<file path="config.mk">
export PLATFORM = sky130hd
export DESIGN_NAME = spi_select_mode_and_sck_rate
export DESIGN_NICKNAME = d
export VERILOG_FILES = /design/src/spi_rate_pkg.sv /design/src/spi_byte_fifo.sv /design/src/spi_half_period.sv /design/src/spi_select_mode_and_sck_rate.sv
export SDC_FILE = /design/constraint.sdc
export NUM_CORES = 1
export LEC_CHECK = 0
export BUFFER_PORTS_ARGS = -buffer_cell sky130_fd_sc_hd__buf_4
export CORE_AREA = 2 2 135 150
export DETAILED_ROUTE_END_ITERATION = 8
export DIE_AREA = 0 0 137 152
export RECOVER_POWER = 25
export SKIP_CTS_REPAIR_TIMING = 1
export SYNTH_ARGS = -nofsm -noshare
export SYNTH_HDL_FRONTEND = slang
export SYNTH_HIERARCHICAL = 1
export SYNTH_SLANG_ARGS = --single-unit
</file>
<file path="constraint.sdc">
create_clock -name core_clk -period 5.3 [get_ports core_clk]
set_input_delay 1.06 -clock core_clk [delete_from_list [all_inputs] [get_ports core_clk]]
set_output_delay 1.06 -clock core_clk [all_outputs]
set_load 0.03 [all_outputs]
</file>
<file path="src/spi_rate_pkg.sv">
// Shared constants and types for the serial port select, status and rate block.
package spi_rate_pkg;
    localparam int unsigned DATA_W     = 8;
    localparam int unsigned FIFO_DEPTH = 8;
    localparam int unsigned ADDR_W     = 8;
    // Register offsets.
    localparam logic [7:0] ADDR_CTRL = 8'ha1;
    localparam logic [7:0] ADDR_DIV  = 8'ha2;
    localparam logic [7:0] ADDR_DATA = 8'ha3;
    // Control register field positions.
    localparam int unsigned CTRL_ENABLE_BIT   = 0;
    localparam int unsigned CTRL_TXEMPTY_BIT  = 1;
    localparam int unsigned CTRL_MODE_LSB     = 2;
    localparam int unsigned CTRL_MASTER_BIT   = 6;
    localparam int unsigned CTRL_BUSY_BIT     = 7;
    // Reset values.
    localparam logic [1:0] MODE_RESET    = 2'h1;
    localparam logic [7:0] DIV_RESET     = 8'h00;
    localparam logic       ENABLE_RESET  = 1'b0;
    localparam logic       MASTER_RESET  = 1'b0;
    localparam logic       TXEMPTY_RESET = 1'b1;
    // Select mode encodings.
    localparam logic [1:0] MODE_THREE_WIRE = 2'h0;
    localparam logic [1:0] MODE_FOUR_WIRE  = 2'h1;
    // Last bit index of a byte transfer.
    localparam logic [2:0] LAST_BIT = 3'h7;

    typedef enum logic [1:0] {
        IDLE,
        MASTER_RUN,
        SLAVE_RUN
    } phase_e;
endpackage

</file>
<file path="src/spi_byte_fifo.sv">
// Small first-in first-out buffer for transmit bytes.
`timescale 1ns/100ps
`default_nettype none
module spi_byte_fifo #(
    parameter int unsigned WIDTH = 8,
    parameter int unsigned DEPTH = 8
) (
    input  wire logic                   core_clk,
    input  wire logic                   sys_rst,
    input  wire logic                   in_valid,
    output logic                        in_ready,
    input  wire logic [WIDTH-1:0]       in_data,
    output logic                        out_valid,
    input  wire logic                   out_ready,
    output logic [WIDTH-1:0]            out_data,
    output logic [$clog2(DEPTH):0]      level
);
    localparam int unsigned PW = $clog2(DEPTH);

    typedef struct packed {
        logic [DEPTH-1:0][WIDTH-1:0] mem;
        logic [PW:0]                 wr_ptr;
        logic [PW:0]                 rd_ptr;
    } fifo_s;

    fifo_s s;
    fifo_s next_s;

    // Pointers carry one extra wrap bit so full and empty never alias.
    assign level     = s.wr_ptr - s.rd_ptr;
    assign in_ready  = (level != (PW+1)'(DEPTH));
    assign out_valid = (level != '0);
    assign out_data  = s.mem[s.rd_ptr[PW-1:0]];

    always_comb begin
        next_s = s;
        if (in_valid && in_ready) begin
            next_s.mem[s.wr_ptr[PW-1:0]] = in_data;
            next_s.wr_ptr = s.wr_ptr + 1'b1;
        end
        if (out_valid && out_ready) begin
            next_s.rd_ptr = s.rd_ptr + 1'b1;
        end
    end

    always_ff @(posedge core_clk) begin
        if (sys_rst) begin
            s <= '0;
        end else begin
            s <= next_s;
        end
    end
endmodule // spi_byte_fifo
`default_nettype wire

</file>
<file path="src/spi_half_period.sv">
// Half-period tick generator for the master serial clock.
`timescale 1ns/100ps
`default_nettype none
module spi_half_period (
    input  wire logic       core_clk,
    input  wire logic       sys_rst,
    input  wire logic       run,
    input  wire logic [7:0] divider,
    output logic            tick
);
    typedef struct packed {
        logic [7:0] count;
    } div_s;

    div_s s;
    div_s next_s;

    // One tick every divider+1 clocks gives a full period of 2*(divider+1).
    assign tick = run && (s.count == divider);

    always_comb begin
        next_s = s;
        if (!run || tick) begin
            next_s.count = 8'h00;
        end else begin
            next_s.count = s.count + 8'h01;
        end
    end

    always_ff @(posedge core_clk) begin
        if (sys_rst) begin
            s <= '0;
        end else begin
            s <= next_s;
        end
    end
endmodule // spi_half_period
`default_nettype wire

</file>
<file path="src/spi_select_mode_and_sck_rate.sv">
// Serial port core: select line modes, transmit buffer status and clock rate.
//
// Design decision made here: the address-and-strobe port.
`timescale 1ns/100ps
`default_nettype none
module spi_select_mode_and_sck_rate (
    input  wire logic       core_clk,
    input  wire logic       sys_rst,
    input  wire logic [7:0] addr,
    input  wire logic [7:0] wdata,
    input  wire logic       wr_stb,
    input  wire logic       rd_stb,
    output logic      [7:0] rdata,
    input  wire logic       sck_in,
    output logic            sck_out,
    output logic            sck_oe,
    input  wire logic       mosi_in,
    output logic            mosi_out,
    output logic            mosi_oe,
    input  wire logic       miso_in,
    output logic            miso_out,
    output logic            miso_oe,
    input  wire logic       slave_select_line_in,
    output logic            slave_select_line_out,
    output logic            slave_select_line_oe,
    output logic            tx_buffer_empty
);
    typedef struct packed {
        spi_rate_pkg::phase_e phase;
        logic [7:0]           shifter;
        logic [2:0]           bits;
        logic                 rx_bit;
        logic [7:0]           rx_buffer;
        logic                 sck;
        logic                 sck_prev;
        logic                 enable;
        logic                 master;
        logic [1:0]           select_mode_field;
        logic [7:0]           spi_clock_divider;
        logic [7:0]           sck_rate_field;
        logic                 tx_empty;
        logic [7:0]           rdata;
        logic                 sck_oe;
        logic                 mosi_oe;
        logic                 miso_oe;
        logic                 ss_out;
        logic                 ss_oe;
    } core_s;

    core_s s;
    core_s next_s;

    logic       push;
    logic       push_ready;
    logic       pop;
    logic       buf_valid;
    logic [7:0] buf_data;
    logic [3:0] buf_level;
    logic       half_tick;
    logic       selected;
    logic       sck_rise;
    logic       sck_fall;

    assign push = wr_stb && (addr == spi_rate_pkg::ADDR_DATA);

    spi_byte_fifo #(
        .WIDTH (spi_rate_pkg::DATA_W),
        .DEPTH (spi_rate_pkg::FIFO_DEPTH)
    ) u_tx_buffer (
        .core_clk  (core_clk),
        .sys_rst   (sys_rst),
        .in_valid  (push),
        .in_ready  (push_ready),
        .in_data   (wdata),
        .out_valid (buf_valid),
        .out_ready (pop),
        .out_data  (buf_data),
        .level     (buf_level)
    );

    spi_half_period u_rate (
        .core_clk (core_clk),
        .sys_rst  (sys_rst),
        .run      (s.phase == spi_rate_pkg::MASTER_RUN),
        .divider  (s.sck_rate_field),
        .tick     (half_tick)
    );

    // Slave selection by mode; a single master never answers as slave.
    always_comb begin
        if (s.select_mode_field == spi_rate_pkg::MODE_THREE_WIRE) begin
            selected = 1'b1;
        end else if (s.select_mode_field == spi_rate_pkg::MODE_FOUR_WIRE) begin
            selected = !slave_select_line_in;
        end else begin
            selected = 1'b0;
        end
    end

    // Pins are sampled directly since they are synchronous to core_clk.
    assign sck_rise = sck_in && !s.sck_prev;
    assign sck_fall = !sck_in && s.sck_prev;

    always_comb begin
        next_s = s;
        pop = 1'b0;
        next_s.rdata = 8'h00;
        next_s.sck_prev = sck_in;

        if (wr_stb) begin
            case (addr)
                spi_rate_pkg::ADDR_CTRL: begin
                    next_s.enable = wdata[spi_rate_pkg::CTRL_ENABLE_BIT];
                    next_s.master = wdata[spi_rate_pkg::CTRL_MASTER_BIT];
                    next_s.select_mode_field =
                        wdata[spi_rate_pkg::CTRL_MODE_LSB +: 2];
                end
                spi_rate_pkg::ADDR_DIV: begin
                    next_s.spi_clock_divider = wdata;
                end
                default: begin
                end
            endcase
        end

        if (rd_stb) begin
            case (addr)
                spi_rate_pkg::ADDR_CTRL: begin
                    next_s.rdata[spi_rate_pkg::CTRL_ENABLE_BIT] = s.enable;
                    next_s.rdata[spi_rate_pkg::CTRL_TXEMPTY_BIT] = s.tx_empty;
                    next_s.rdata[spi_rate_pkg::CTRL_MODE_LSB +: 2] =
                        s.select_mode_field;
                    next_s.rdata[spi_rate_pkg::CTRL_MASTER_BIT] = s.master;
                    next_s.rdata[spi_rate_pkg::CTRL_BUSY_BIT] =
                        (s.phase != spi_rate_pkg::IDLE);
                end
                spi_rate_pkg::ADDR_DIV: begin
                    next_s.rdata = s.spi_clock_divider;
                end
                spi_rate_pkg::ADDR_DATA: begin
                    next_s.rdata = s.rx_buffer;
                end
                default: begin
                    next_s.rdata = 8'h00;
                end
            endcase
        end

        case (s.phase)
            spi_rate_pkg::IDLE: begin
                next_s.sck = 1'b0;
                next_s.bits = 3'h0;
                if (s.enable && s.master && buf_valid) begin
                    pop = 1'b1;
                    next_s.shifter = buf_data;
                    // Latching here keeps a mid-transfer divider write from
                    // stretching one half period; it applies next byte.
                    next_s.sck_rate_field = s.spi_clock_divider;
                    next_s.phase = spi_rate_pkg::MASTER_RUN;
                end else if (s.enable && !s.master && selected) begin
                    pop = buf_valid;
                    next_s.shifter = buf_valid ? buf_data : 8'h00;
                    next_s.phase = spi_rate_pkg::SLAVE_RUN;
                end
            end
            spi_rate_pkg::MASTER_RUN: begin
                if (!s.enable || !s.master) begin
                    next_s.sck = 1'b0;
                    next_s.phase = spi_rate_pkg::IDLE;
                end else if (half_tick && !s.sck) begin
                    next_s.sck = 1'b1;
                    next_s.rx_bit = miso_in;
                end else if (half_tick) begin
                    next_s.sck = 1'b0;
                    next_s.shifter = {s.shifter[6:0], s.rx_bit};
                    next_s.bits = s.bits + 3'h1;
                    if (s.bits == spi_rate_pkg::LAST_BIT) begin
                        next_s.rx_buffer = {s.shifter[6:0], s.rx_bit};
                        next_s.phase = spi_rate_pkg::IDLE;
                    end
                end
            end
            spi_rate_pkg::SLAVE_RUN: begin
                if (!s.enable || s.master || !selected) begin
                    next_s.phase = spi_rate_pkg::IDLE;
                end else if (sck_rise) begin
                    next_s.rx_bit = mosi_in;
                end else if (sck_fall) begin
                    next_s.shifter = {s.shifter[6:0], s.rx_bit};
                    next_s.bits = s.bits + 3'h1;
                    if (s.bits == spi_rate_pkg::LAST_BIT) begin
                        next_s.rx_buffer = {s.shifter[6:0], s.rx_bit};
                        next_s.phase = spi_rate_pkg::IDLE;
                    end
                end
            end
            default: begin
                next_s.phase = spi_rate_pkg::IDLE;
            end
        endcase

        // A write in the same cycle as the last pop leaves data buffered,
        // so the clear takes precedence only because the buffer is not empty.
        if (push && push_ready) begin
            next_s.tx_empty = 1'b0;
        end else if (pop && (buf_level == 4'h1)) begin
            next_s.tx_empty = 1'b1;
        end

        next_s.ss_oe = next_s.select_mode_field[1];
        next_s.ss_out = next_s.select_mode_field[0];
        next_s.sck_oe = next_s.enable && next_s.master;
        next_s.mosi_oe = next_s.enable && next_s.master;
        next_s.miso_oe = next_s.enable && !next_s.master && selected;
    end

    always_ff @(posedge core_clk) begin
        if (sys_rst) begin
            s <= '0;
            s.phase <= spi_rate_pkg::IDLE;
            s.enable <= spi_rate_pkg::ENABLE_RESET;
            s.master <= spi_rate_pkg::MASTER_RESET;
            s.select_mode_field <= spi_rate_pkg::MODE_RESET;
            s.spi_clock_divider <= spi_rate_pkg::DIV_RESET;
            s.sck_rate_field <= spi_rate_pkg::DIV_RESET;
            s.tx_empty <= spi_rate_pkg::TXEMPTY_RESET;
        end else begin
            s <= next_s;
        end
    end

    assign rdata                 = s.rdata;
    assign sck_out               = s.sck;
    assign sck_oe                = s.sck_oe;
    assign mosi_out              = s.shifter[7];
    assign mosi_oe               = s.mosi_oe;
    assign miso_out              = s.shifter[7];
    assign miso_oe               = s.miso_oe;
    assign slave_select_line_out = s.ss_out;
    assign slave_select_line_oe  = s.ss_oe;
    assign tx_buffer_empty       = s.tx_empty;
endmodule // spi_select_mode_and_sck_rate
`default_nettype wire

</file>
* After elaboration in Yosys (flattened, before gate mapping)
Cells that the tools add are included.
** Cells by class
- Add/sub/neg operators :: 5
- Equality and inequality tests :: 24
- $lt $le $gt $ge :: 3
- Bitwise logic cells :: 1
- Reductions and logical operators :: 47
- Muxes and demuxes :: 43
** Operators by type and width (number)
- bitwise mux 64 bit :: 1
- two-way mux 8 bit :: 8
- two-way mux 13 bit :: 4
- two-way mux 20 bit :: 2
- one-hot mux 11 bit (3 select lines) :: 1
- binary-select mux 8 bit (select 3 bit) :: 1
- demux 8 bit (select 3 bit) :: 1
- == test 8 bit, second input constant :: 3
- two-way mux 10 bit :: 2
- one-hot mux 9 bit (2 select lines) :: 1
- logical AND 1 bit :: 16
- inequality test 2 bit, second input constant :: 8
- inequality test 3 bit, second input constant :: 5
- AND reduction 7 bit :: 2
- two-way mux 12 bit :: 1
- one-hot mux 2 bit (3 select lines) :: 2
- one-hot mux 4 bit (3 select lines) :: 1
- two-way mux 1 bit :: 11
- AND reduction 5 bit :: 2
- logical NOT 1 bit :: 9
- two-way mux 9 bit :: 1
- adder 4 x 1 -> 4 bit, second input constant :: 2
- adder 8 x 1 -> 8 bit, second input constant :: 1
- == test 8 bit :: 1
- other kinds (22) :: 37
** Word-level totals
- Output and inout bits :: 17
- Register bits :: 137
- Bits of input ports :: 24
- Logic and storage cells :: 152

* Depth between registers and ports, before layout
Gate-level depths: netlist of the first run.
- Word-level depth :: 10
- Mapped depth :: 14
- Mapped depth without buffers :: 13

* Cells and area by module
Netlist of the first run, hierarchy kept.
** By module, submodules not included
- spi_byte_fifo :: area each 3648.5 um^2, seq. area each 1441.4 um^2, cells an instance 346, times used 1
- spi_select_mode_and_sck_rate :: area each 2541.2 um^2, seq. area each 1121.1 um^2, cells an instance 276, times used 1
- spi_half_period :: area each 476.7 um^2, seq. area each 160.2 um^2, cells an instance 47, times used 1

* Worst setup path after synthesis of the first run
OpenSTA, ideal clock, no wires.
- Kind :: register to register
- Start :: reg u_tx_buffer/s[1] in the netlist's numbering
- End :: reg s[54] (netlist name)
- Data arrival time :: 3069 ps
- Required time :: 5214 ps
- Period minus slack after synthesis :: 3154 ps
- Library setup time :: 86 ps
- Path buffers :: 3
- Cell stages (with the launch flop) :: 14
- Setup slack :: 2146 ps
- Cells stage by stage :: dfxtp_1 > buf_2 > clkbuf_1 > inv_1 > fa_1 > xor2_1 > or3_1 > or3_1 > nand3_1 > a21o_1 > a211oi_4 > buf_6 > nor2_1 > a211oi_1
** RTL lines
- start, declared :: RTL line spi_byte_fifo.sv:26 : fifo_s s;
- start signal, assigned :: RTL line spi_byte_fifo.sv:50 : s <= next_s;

==> impl_metrics.tcl, run 1 <==
set metrics [dict create \
    antenna-diode-count 0 \
    cp-startpoint "u_rate/s[2]$_SDFF_PP0_" \
    synth_top_area_cell "dfxtp_1" \
    port_buffers 40 \
    syn_avg_cell_area_um2 9.96 \
    finalPower_mw 2.42 \
    r2r_end "s[53]$_SDFFE_PP0P_" \
    drtIter0Drc 265 \
    required_ns 5.62 \
    clk_pin_slew_ns 0.06 \
    power_leakage_nw 3.15 \
    synth_nets 706 \
    p_clk_share_pct 51.9 \
    synth_common_cells "136 x dfxtp_1, 89 x mux2i_1, 76 x nand2b_1" \
    fmax_mhz 285 \
    run_status "complete, no violations" \
    ys_types 65 \
    start_util_pct 34.3 \
    wirelength_um 15300 \
    max_stage_delay_ns 1.10 \
    crit_slowest_cell "nor4_1" \
    cts_tree "built" \
    fp.dieArea_mm2 0.0208 \
    start_kind "flip-flop" \
    r2r_slack_ns 1.79 \
    hold_viol_final 0 \
    finalWeightedCongestion 0.767 \
    syn-cell-area_mm2 0.00667 \
    grt_setup_unrepaired "no" \
    drive_gt1_share_pct 14.7 \
    synth_top_cell_area_share_pct 40.8 \
    syn_to_final_growth_pct 13.6 \
    critPathKind "reg2reg" \
    crit_chain "xor2_2 -> nor4_1 -> and3_1 -> nand4_4 -> a22o_1 -> a211oi_4 -> nor2_1 -> a211oi_1" \
    post-route-period-util_pct 66.2 \
    synth_top_flop_cell "dfxtp_1" \
    synth_edf_count 0 \
    ys_top_cells_by_area "dfxtp_1 41%, mux2i_1 13%, nand2b_1 7.1%" \
    dp_hpwl_um 10500 \
    root_buffer "clkbuf_16" \
    overflow 0 \
    core_mm2 0.0195 \
    min_path_type "reg2reg" \
    nFillCells 1932 \
    switching_share_pct 21.8 \
    yosysMostFrequentCell "dfxtp_1" \
    drtPass1Iterations 4 \
    p_comb_share_pct 4.9 \
    cp.arrival_ns 3.83 \
    fin_skew_ns 0.00677 \
    wl_per_cell_um 16.2 \
    vdd_drop_max_uv 207 \
    p_int_mw 1.89 \
    fp-row-count 54 \
    p_seq_share_pct 43.1 \
    io_pins 41 \
    p_sw_mw 0.528 \
    synthArstFlopShare_pct 0 \
    maxSlewViolCount 0 \
    ant_nets 0 \
    maxCapViolations 0 \
    endpoint "s[53]$_SDFFE_PP0P_" \
    grt_max_degree 97 \
    cts_sinks 136 \
    htreeDepth 4 \
    vias 4706 \
    chipWidth_um 137 \
    grt_antenna_before_repair 0 \
    critPathMaxFanout 16 \
    worst_slew_pin_slew_ns 1.34 \
    netlist_instances 669 \
    endpoint_kind "flip-flop" \
    vias_per_cell 4.99 \
    clk_path_buf_depth 2 \
    final_nets 716 \
    timing.setup.tns_ns 0 \
    yosysWarningCount 6 \
    cts_made_buffers 17 \
    ys_seq_area_share_pct 40.8 \
    r2r_start "u_rate/s[2]$_SDFF_PP0_" \
    timing.final.crit_period_ns 3.51 \
    ff2ff_path_depth 8 \
    dieHeight_um 152 \
    grt.total_usage_pct 15.6 \
    relSlewSlack_pct 9.86 \
    worstSkewPairLatency_ns 0.42 \
    p_per_area_mw_per_mm2 320 \
    ys_seq_elements 136 \
    first_global_vias 4815 \
    finalSetupViolCount 0 \
    grt_pass1_wl_um 25200 \
    drc 0 \
]
==> worst min-delay path by stage <==
stage / start / endpoint / slack [ns] / cells past startpoint
6_report: s[46]$_SDFFE_PP0P_ / s[46]$_SDFFE_PP0P_ / 0.46 / 2
5_1_grt: s[47]$_SDFFE_PP0P_ / s[47]$_SDFFE_PP0P_ / 0.48 / 2
4_1_cts: s[46]$_SDFFE_PP0P_ / s[46]$_SDFFE_PP0P_ / 0.46 / 2
3_5_place_dp: s[46]$_SDFFE_PP0P_ / s[46]$_SDFFE_PP0P_ / 0.45 / 2
3_3_place_gp: s[47]$_SDFFE_PP0P_ / s[47]$_SDFFE_PP0P_ / 0.44 / 2
2_1_floorplan: s[46]$_SDFFE_PP0P_ / s[46]$_SDFFE_PP0P_ / 0.44 / 2
==> cells by family after synthesis <==
logic type / after synthesis / synth area share [%]
compound gates: 78 / 8.28
xor+xnor: 16 / 2.21
fa+ha+maj: 13 / 2.55
buf+inv: 67 / 5.05
flops: 136 / 40.8
mux: 112 / 20.0
simple gates: 247 / 21.1
==> area by class of cell <==
type	instances	area [µm²]	area share, %
Sequential cell	136	2720	36.0
Clock inverter	12	174	2.30
Tap cell	252	315	4.16
Timing Repair Buffer	44	259	3.42
Clock buffer	20	457	6.03
Multi-Input combinational cell	466	3590	47.4
Inverter	14	52.6	0.694
==> critical path, delay by kind of cell, from the launching register on <==
family,cells,cell delay (ns)
AND/OR/NAND/NOR,4,1.74
XOR/XNOR,1,0.10
flip-flops,1,0.48
AO/OA/AOI/OAI,3,1.07
==> metal layers <==
metal,track usage [%],share of wire [%],vias to the layer above
met4,5.40,1.2,0
met5,0,0,-
met1,18.7,44,2269
met3,3.74,3.4,15
met2,26.8,51,71
li1,-,-,2351
==> state kept, by name (all words and copies together) (netlist names) <==
name / count
miso_out: 1
rdata: 8
tx_buffer_empty: 1
u_tx_buffer/s: 72
sck_out: 1
miso_oe: 1
slave_select_line_out: 1
u_rate/s: 8
s: 42
mosi_oe: 1
==> per-stage QoR <==
stage,setup slack (ns),cells,hold WS [ns],utilization (%),instance area (µm²)
after floorplan,2.15,669,0.436,-,6670
after global placement,1.78,912,0.442,36.1,7030
after detailed placement,1.72,912,0.454,36.1,7030
after CTS,1.80,944,0.460,39.4,7660
after global routing,1.45,944,0.475,38.9,7570
final,1.79,944,0.458,38.9,7570
==> power groups by stage <==
stage | registers, mW | logic, mW | clock network [mW]
final | 1.04 | 0.119 | 1.26
after global routing | 1.05 | 0.132 | 1.33
after CTS | 1.04 | 0.123 | 1.28
after detailed placement | 1.07 | 0.122 | 0
after global placement | 1.07 | 0.122 | 0
after floorplan | 1.07 | 0.0841 | 0
==> layout by cell type, fill, tap and decap left out, types with 12 or more instances in the layout <==
cell / n
mux4_2: 16
dfxtp_1: 136
nand2_1: 55
nand2b_1: 76
a21oi_1: 21
a211oi_1: 14
mux2i_1: 89
a22oi_1: 14
buf_4: 25
nand3_1: 13
inv_1: 13
clkbuf_16: 17
ha_1: 12
clkbuf_1: 20
xor2_1: 13
nor2_1: 52
No activity file was read; power rests on OpenSTA's default activity.
==> run 2, diff against run 1 <==
--- a/config.mk
+++ b/config.mk
@@ -5,10 +5,11 @@
 export SDC_FILE = /design/constraint.sdc
 export NUM_CORES = 1
 export LEC_CHECK = 0
+export ABC_AREA = 1
 export BUFFER_PORTS_ARGS = -buffer_cell sky130_fd_sc_hd__buf_4
-export CORE_AREA = 2 2 135 150
+export CORE_AREA = 2 2 143 159
 export DETAILED_ROUTE_END_ITERATION = 8
-export DIE_AREA = 0 0 137 152
+export DIE_AREA = 0 0 145 161
 export RECOVER_POWER = 25
 export SKIP_CTS_REPAIR_TIMING = 1
 export SYNTH_ARGS = -nofsm -noshare
==> constraint.sdc (replaced) <==
create_clock -name core_clk -period 3.21 [get_ports core_clk]
set_input_delay 0.642 -clock core_clk [delete_from_list [all_inputs] [get_ports core_clk]]
set_output_delay 0.642 -clock core_clk [all_outputs]
set_load 0.03 [all_outputs]
==> impl_metrics.tcl, run 2 <==
set metrics [dict create \
    syn_to_final_growth_pct 13.1 \
    endpoint "s[49]$_SDFFE_PP0P_" \
    drtIter0Drc 400 \
    synth_top_cell_area_share_pct 36.3 \
    finalWeightedCongestion 0.820 \
    grt_max_degree 52 \
    final_nets 1179 \
    run_status "complete, no violations" \
    final_common_cell "nand2_1" \
    ys_seq_elements 136 \
    p_per_area_mw_per_mm2 462 \
    dieHeight_um 161 \
    fin_skew_ns 0.0142 \
    p_seq_share_pct 44.0 \
    clk_path_buf_depth 2 \
    port_buffers 40 \
    vdd_drop_max_uv 348 \
    whs_ns 0.474 \
    yosysWarningCount 6 \
    r2r_start "u_tx_buffer/s[4]$_SDFFE_PP0P_" \
    r2r_slack_ns 0.45 \
    switching_share_pct 23.5 \
    min_path_type "in2reg" \
    worst_slew_pin_slew_ns 0.989 \
    first_global_vias 6292 \
    antenna-diode-count 0 \
    start_util_pct 34.4 \
    cp-startpoint "u_tx_buffer/s[4]$_SDFFE_PP0P_" \
    ff2ff_path_depth 15 \
    vias 6736 \
    cts_made_buffers 17 \
    chipWidth_um 145 \
    r2r_end "s[49]$_SDFFE_PP0P_" \
    critPathKind "reg2reg" \
    power_leakage_nw 3.74 \
    grt_pass1_wl_um 31600 \
    p_clk_share_pct 50.5 \
    finalSetupViolCount 0 \
    ys_top_cells_by_area "dfxtp_1 36%, nand2_1 12%, inv_1 10%" \
    root_buffer "clkbuf_16" \
    syn-cell-area_mm2 0.00749 \
    worstSkewPairLatency_ns 0.42 \
    synth_nets 1161 \
    p_int_mw 2.99 \
    htreeDepth 4 \
    io_pins 41 \
    grt_antenna_before_repair 0 \
    vias_per_cell 4.65 \
    yosysMostFrequentCell "nand2_1" \
    maxCapViolations 0 \
    grt_setup_unrepaired "no" \
    ys_seq_area_share_pct 36.3 \
    ys_types 43 \
    layout_common_cells "246 x nand2_1, 205 x inv_1, 150 x nor2_1" \
    cts_sinks 136 \
    synth_common_cells "245 x nand2_1, 205 x inv_1, 151 x nor2_1" \
    ant_nets 0 \
    drtPass1Iterations 5 \
    netlist_instances 1124 \
    overflow 0 \
    drive_gt1_share_pct 9.88 \
    largest_register_ffs 72 \
    required_ns 3.51 \
    fp-row-count 57 \
    synth_top_area_cell "dfxtp_1" \
    synth_top_flop_cell "dfxtp_1" \
    seq_area_mm2 0.00272 \
    start_kind "flip-flop" \
    synthArstFlopShare_pct 0 \
    syn_avg_cell_area_um2 6.66 \
    p_comb_share_pct 5.5 \
    timing.setup.tns_ns 0 \
    nFillCells 2345 \
    clk_pin_slew_ns 0.06 \
    grt.total_usage_pct 16.8 \
    maxSlewViolCount 0 \
    hold_viol_final 0 \
    fmax_mhz 362 \
    core_mm2 0.0218 \
    cp.arrival_ns 3.07 \
    drc 0 \
    wirelength_um 19300 \
    post-route-period-util_pct 86.1 \
    wl_per_cell_um 13.3 \
    timing.final.crit_period_ns 2.76 \
    fp.dieArea_mm2 0.0233 \
    relSlewSlack_pct 34.0 \
    max_flop_register "u_tx_buffer/s" \
    synth_edf_count 0 \
    endpoint_kind "flip-flop" \
    critPathMaxFanout 16 \
    cts_tree "built" \
    multi_input_area_mm2 0.00361 \
    p_sw_mw 0.921 \
    reg_top3 "u_tx_buffer/s x72, s x42" \
    dp_hpwl_um 13300 \
]
[run 2: cells by family (layout without fill, tap and decap cells)]
logic type / after synthesis / after routing / share of synthesized area (%)
buf+inv: 272 / 302 / 15.4
mux: 1 / 1 / 0.134
fa+ha+maj: 13 / 13 / 2.27
simple gates: 541 / 541 / 33.5
xor+xnor: 14 / 14 / 1.64
flops: 136 / 136 / 36.3
compound gates: 147 / 147 / 10.7
[run 2: critical path: stages (launching register included)]
cell and delay, ns:
dfxtp_2 0.42, inv_2 0.10, ha_1 0.18, inv_1 0.10, fa_1 0.44, or2_0 0.23
nor2_1 0.18, nand3_1 0.23, nand3_1 0.16, nand2_1 0.08, inv_1 0.06, nand2_1 0.09
nand3_4 0.21, nand2_1 0.09, inv_1 0.06, nor2_1 0.04
[run 2: area by class of cell]
cell class / count / area share (%)
Clock buffer: 19 / 5.11
Clock inverter: 12 / 1.82
Inverter: 214 / 9.48
Multi-Input combinational cell: 716 / 42.6
Sequential cell: 136 / 32.1
Tap cell: 295 / 4.36
Timing Repair Buffer: 57 / 4.55
[run 2: power by group through the flow]
stage / logic, mW / clock network (mW) / registers, mW
floorplan: 0.145 / 0 / 1.76
global placement: 0.218 / 0 / 1.76
detailed placement: 0.218 / 0 / 1.76
CTS: 0.219 / 2.01 / 1.72
global route: 0.246 / 2.07 / 1.72
finish: 0.216 / 1.98 / 1.72
[run 2: stage by stage]
| step | instances | total power, mW | util, % | instance area (µm²) | setup WS (ns) |
|---|---|---|---|---|---|
| global placement | 1418 | 1.98 | 36.6 | 7960 | 0.427 |
| finish | 1449 | 3.91 | 39.0 | 8470 | 0.447 |
| global route | 1449 | 4.03 | 39.0 | 8470 | 0.142 |
| detailed placement | 1418 | 1.98 | 36.6 | 7960 | 0.347 |
| floorplan | 1124 | 1.90 | - | 7490 | 0.492 |
| CTS | 1449 | 3.95 | 39.3 | 8550 | 0.335 |
[run 2: how the worst min path moves through the flow]
stage                             startpoint             endpoint  slack, ns  depth (start not counted)
after CTS                             sck_in     s[34]$_SDFF_PP0_       0.47                          3
after global routing      s[27]$_SDFFE_PP0P_  rdata[5]$_SDFF_PP0_       0.50                          2
after detailed placement  s[26]$_SDFFE_PP0P_   s[26]$_SDFFE_PP0P_       0.48                          2
after global placement    s[47]$_SDFFE_PP0P_   s[47]$_SDFFE_PP0P_       0.47                          2
after floorplan           s[26]$_SDFFE_PP0P_  rdata[4]$_SDFF_PP0_       0.44                          2
final                                 sck_in     s[34]$_SDFF_PP0_       0.47                          3
[run 2: routing by layer]
metal | up-vias | GRT usage (%) | part of all wire, %
met1 | 3031 | 21.1 | 46
met5 | - | 0 | 0
li1 | 3556 | - | -
met3 | 23 | 2.63 | 3.3
met2 | 126 | 29.0 | 48
met4 | 0 | 6.98 | 2.2
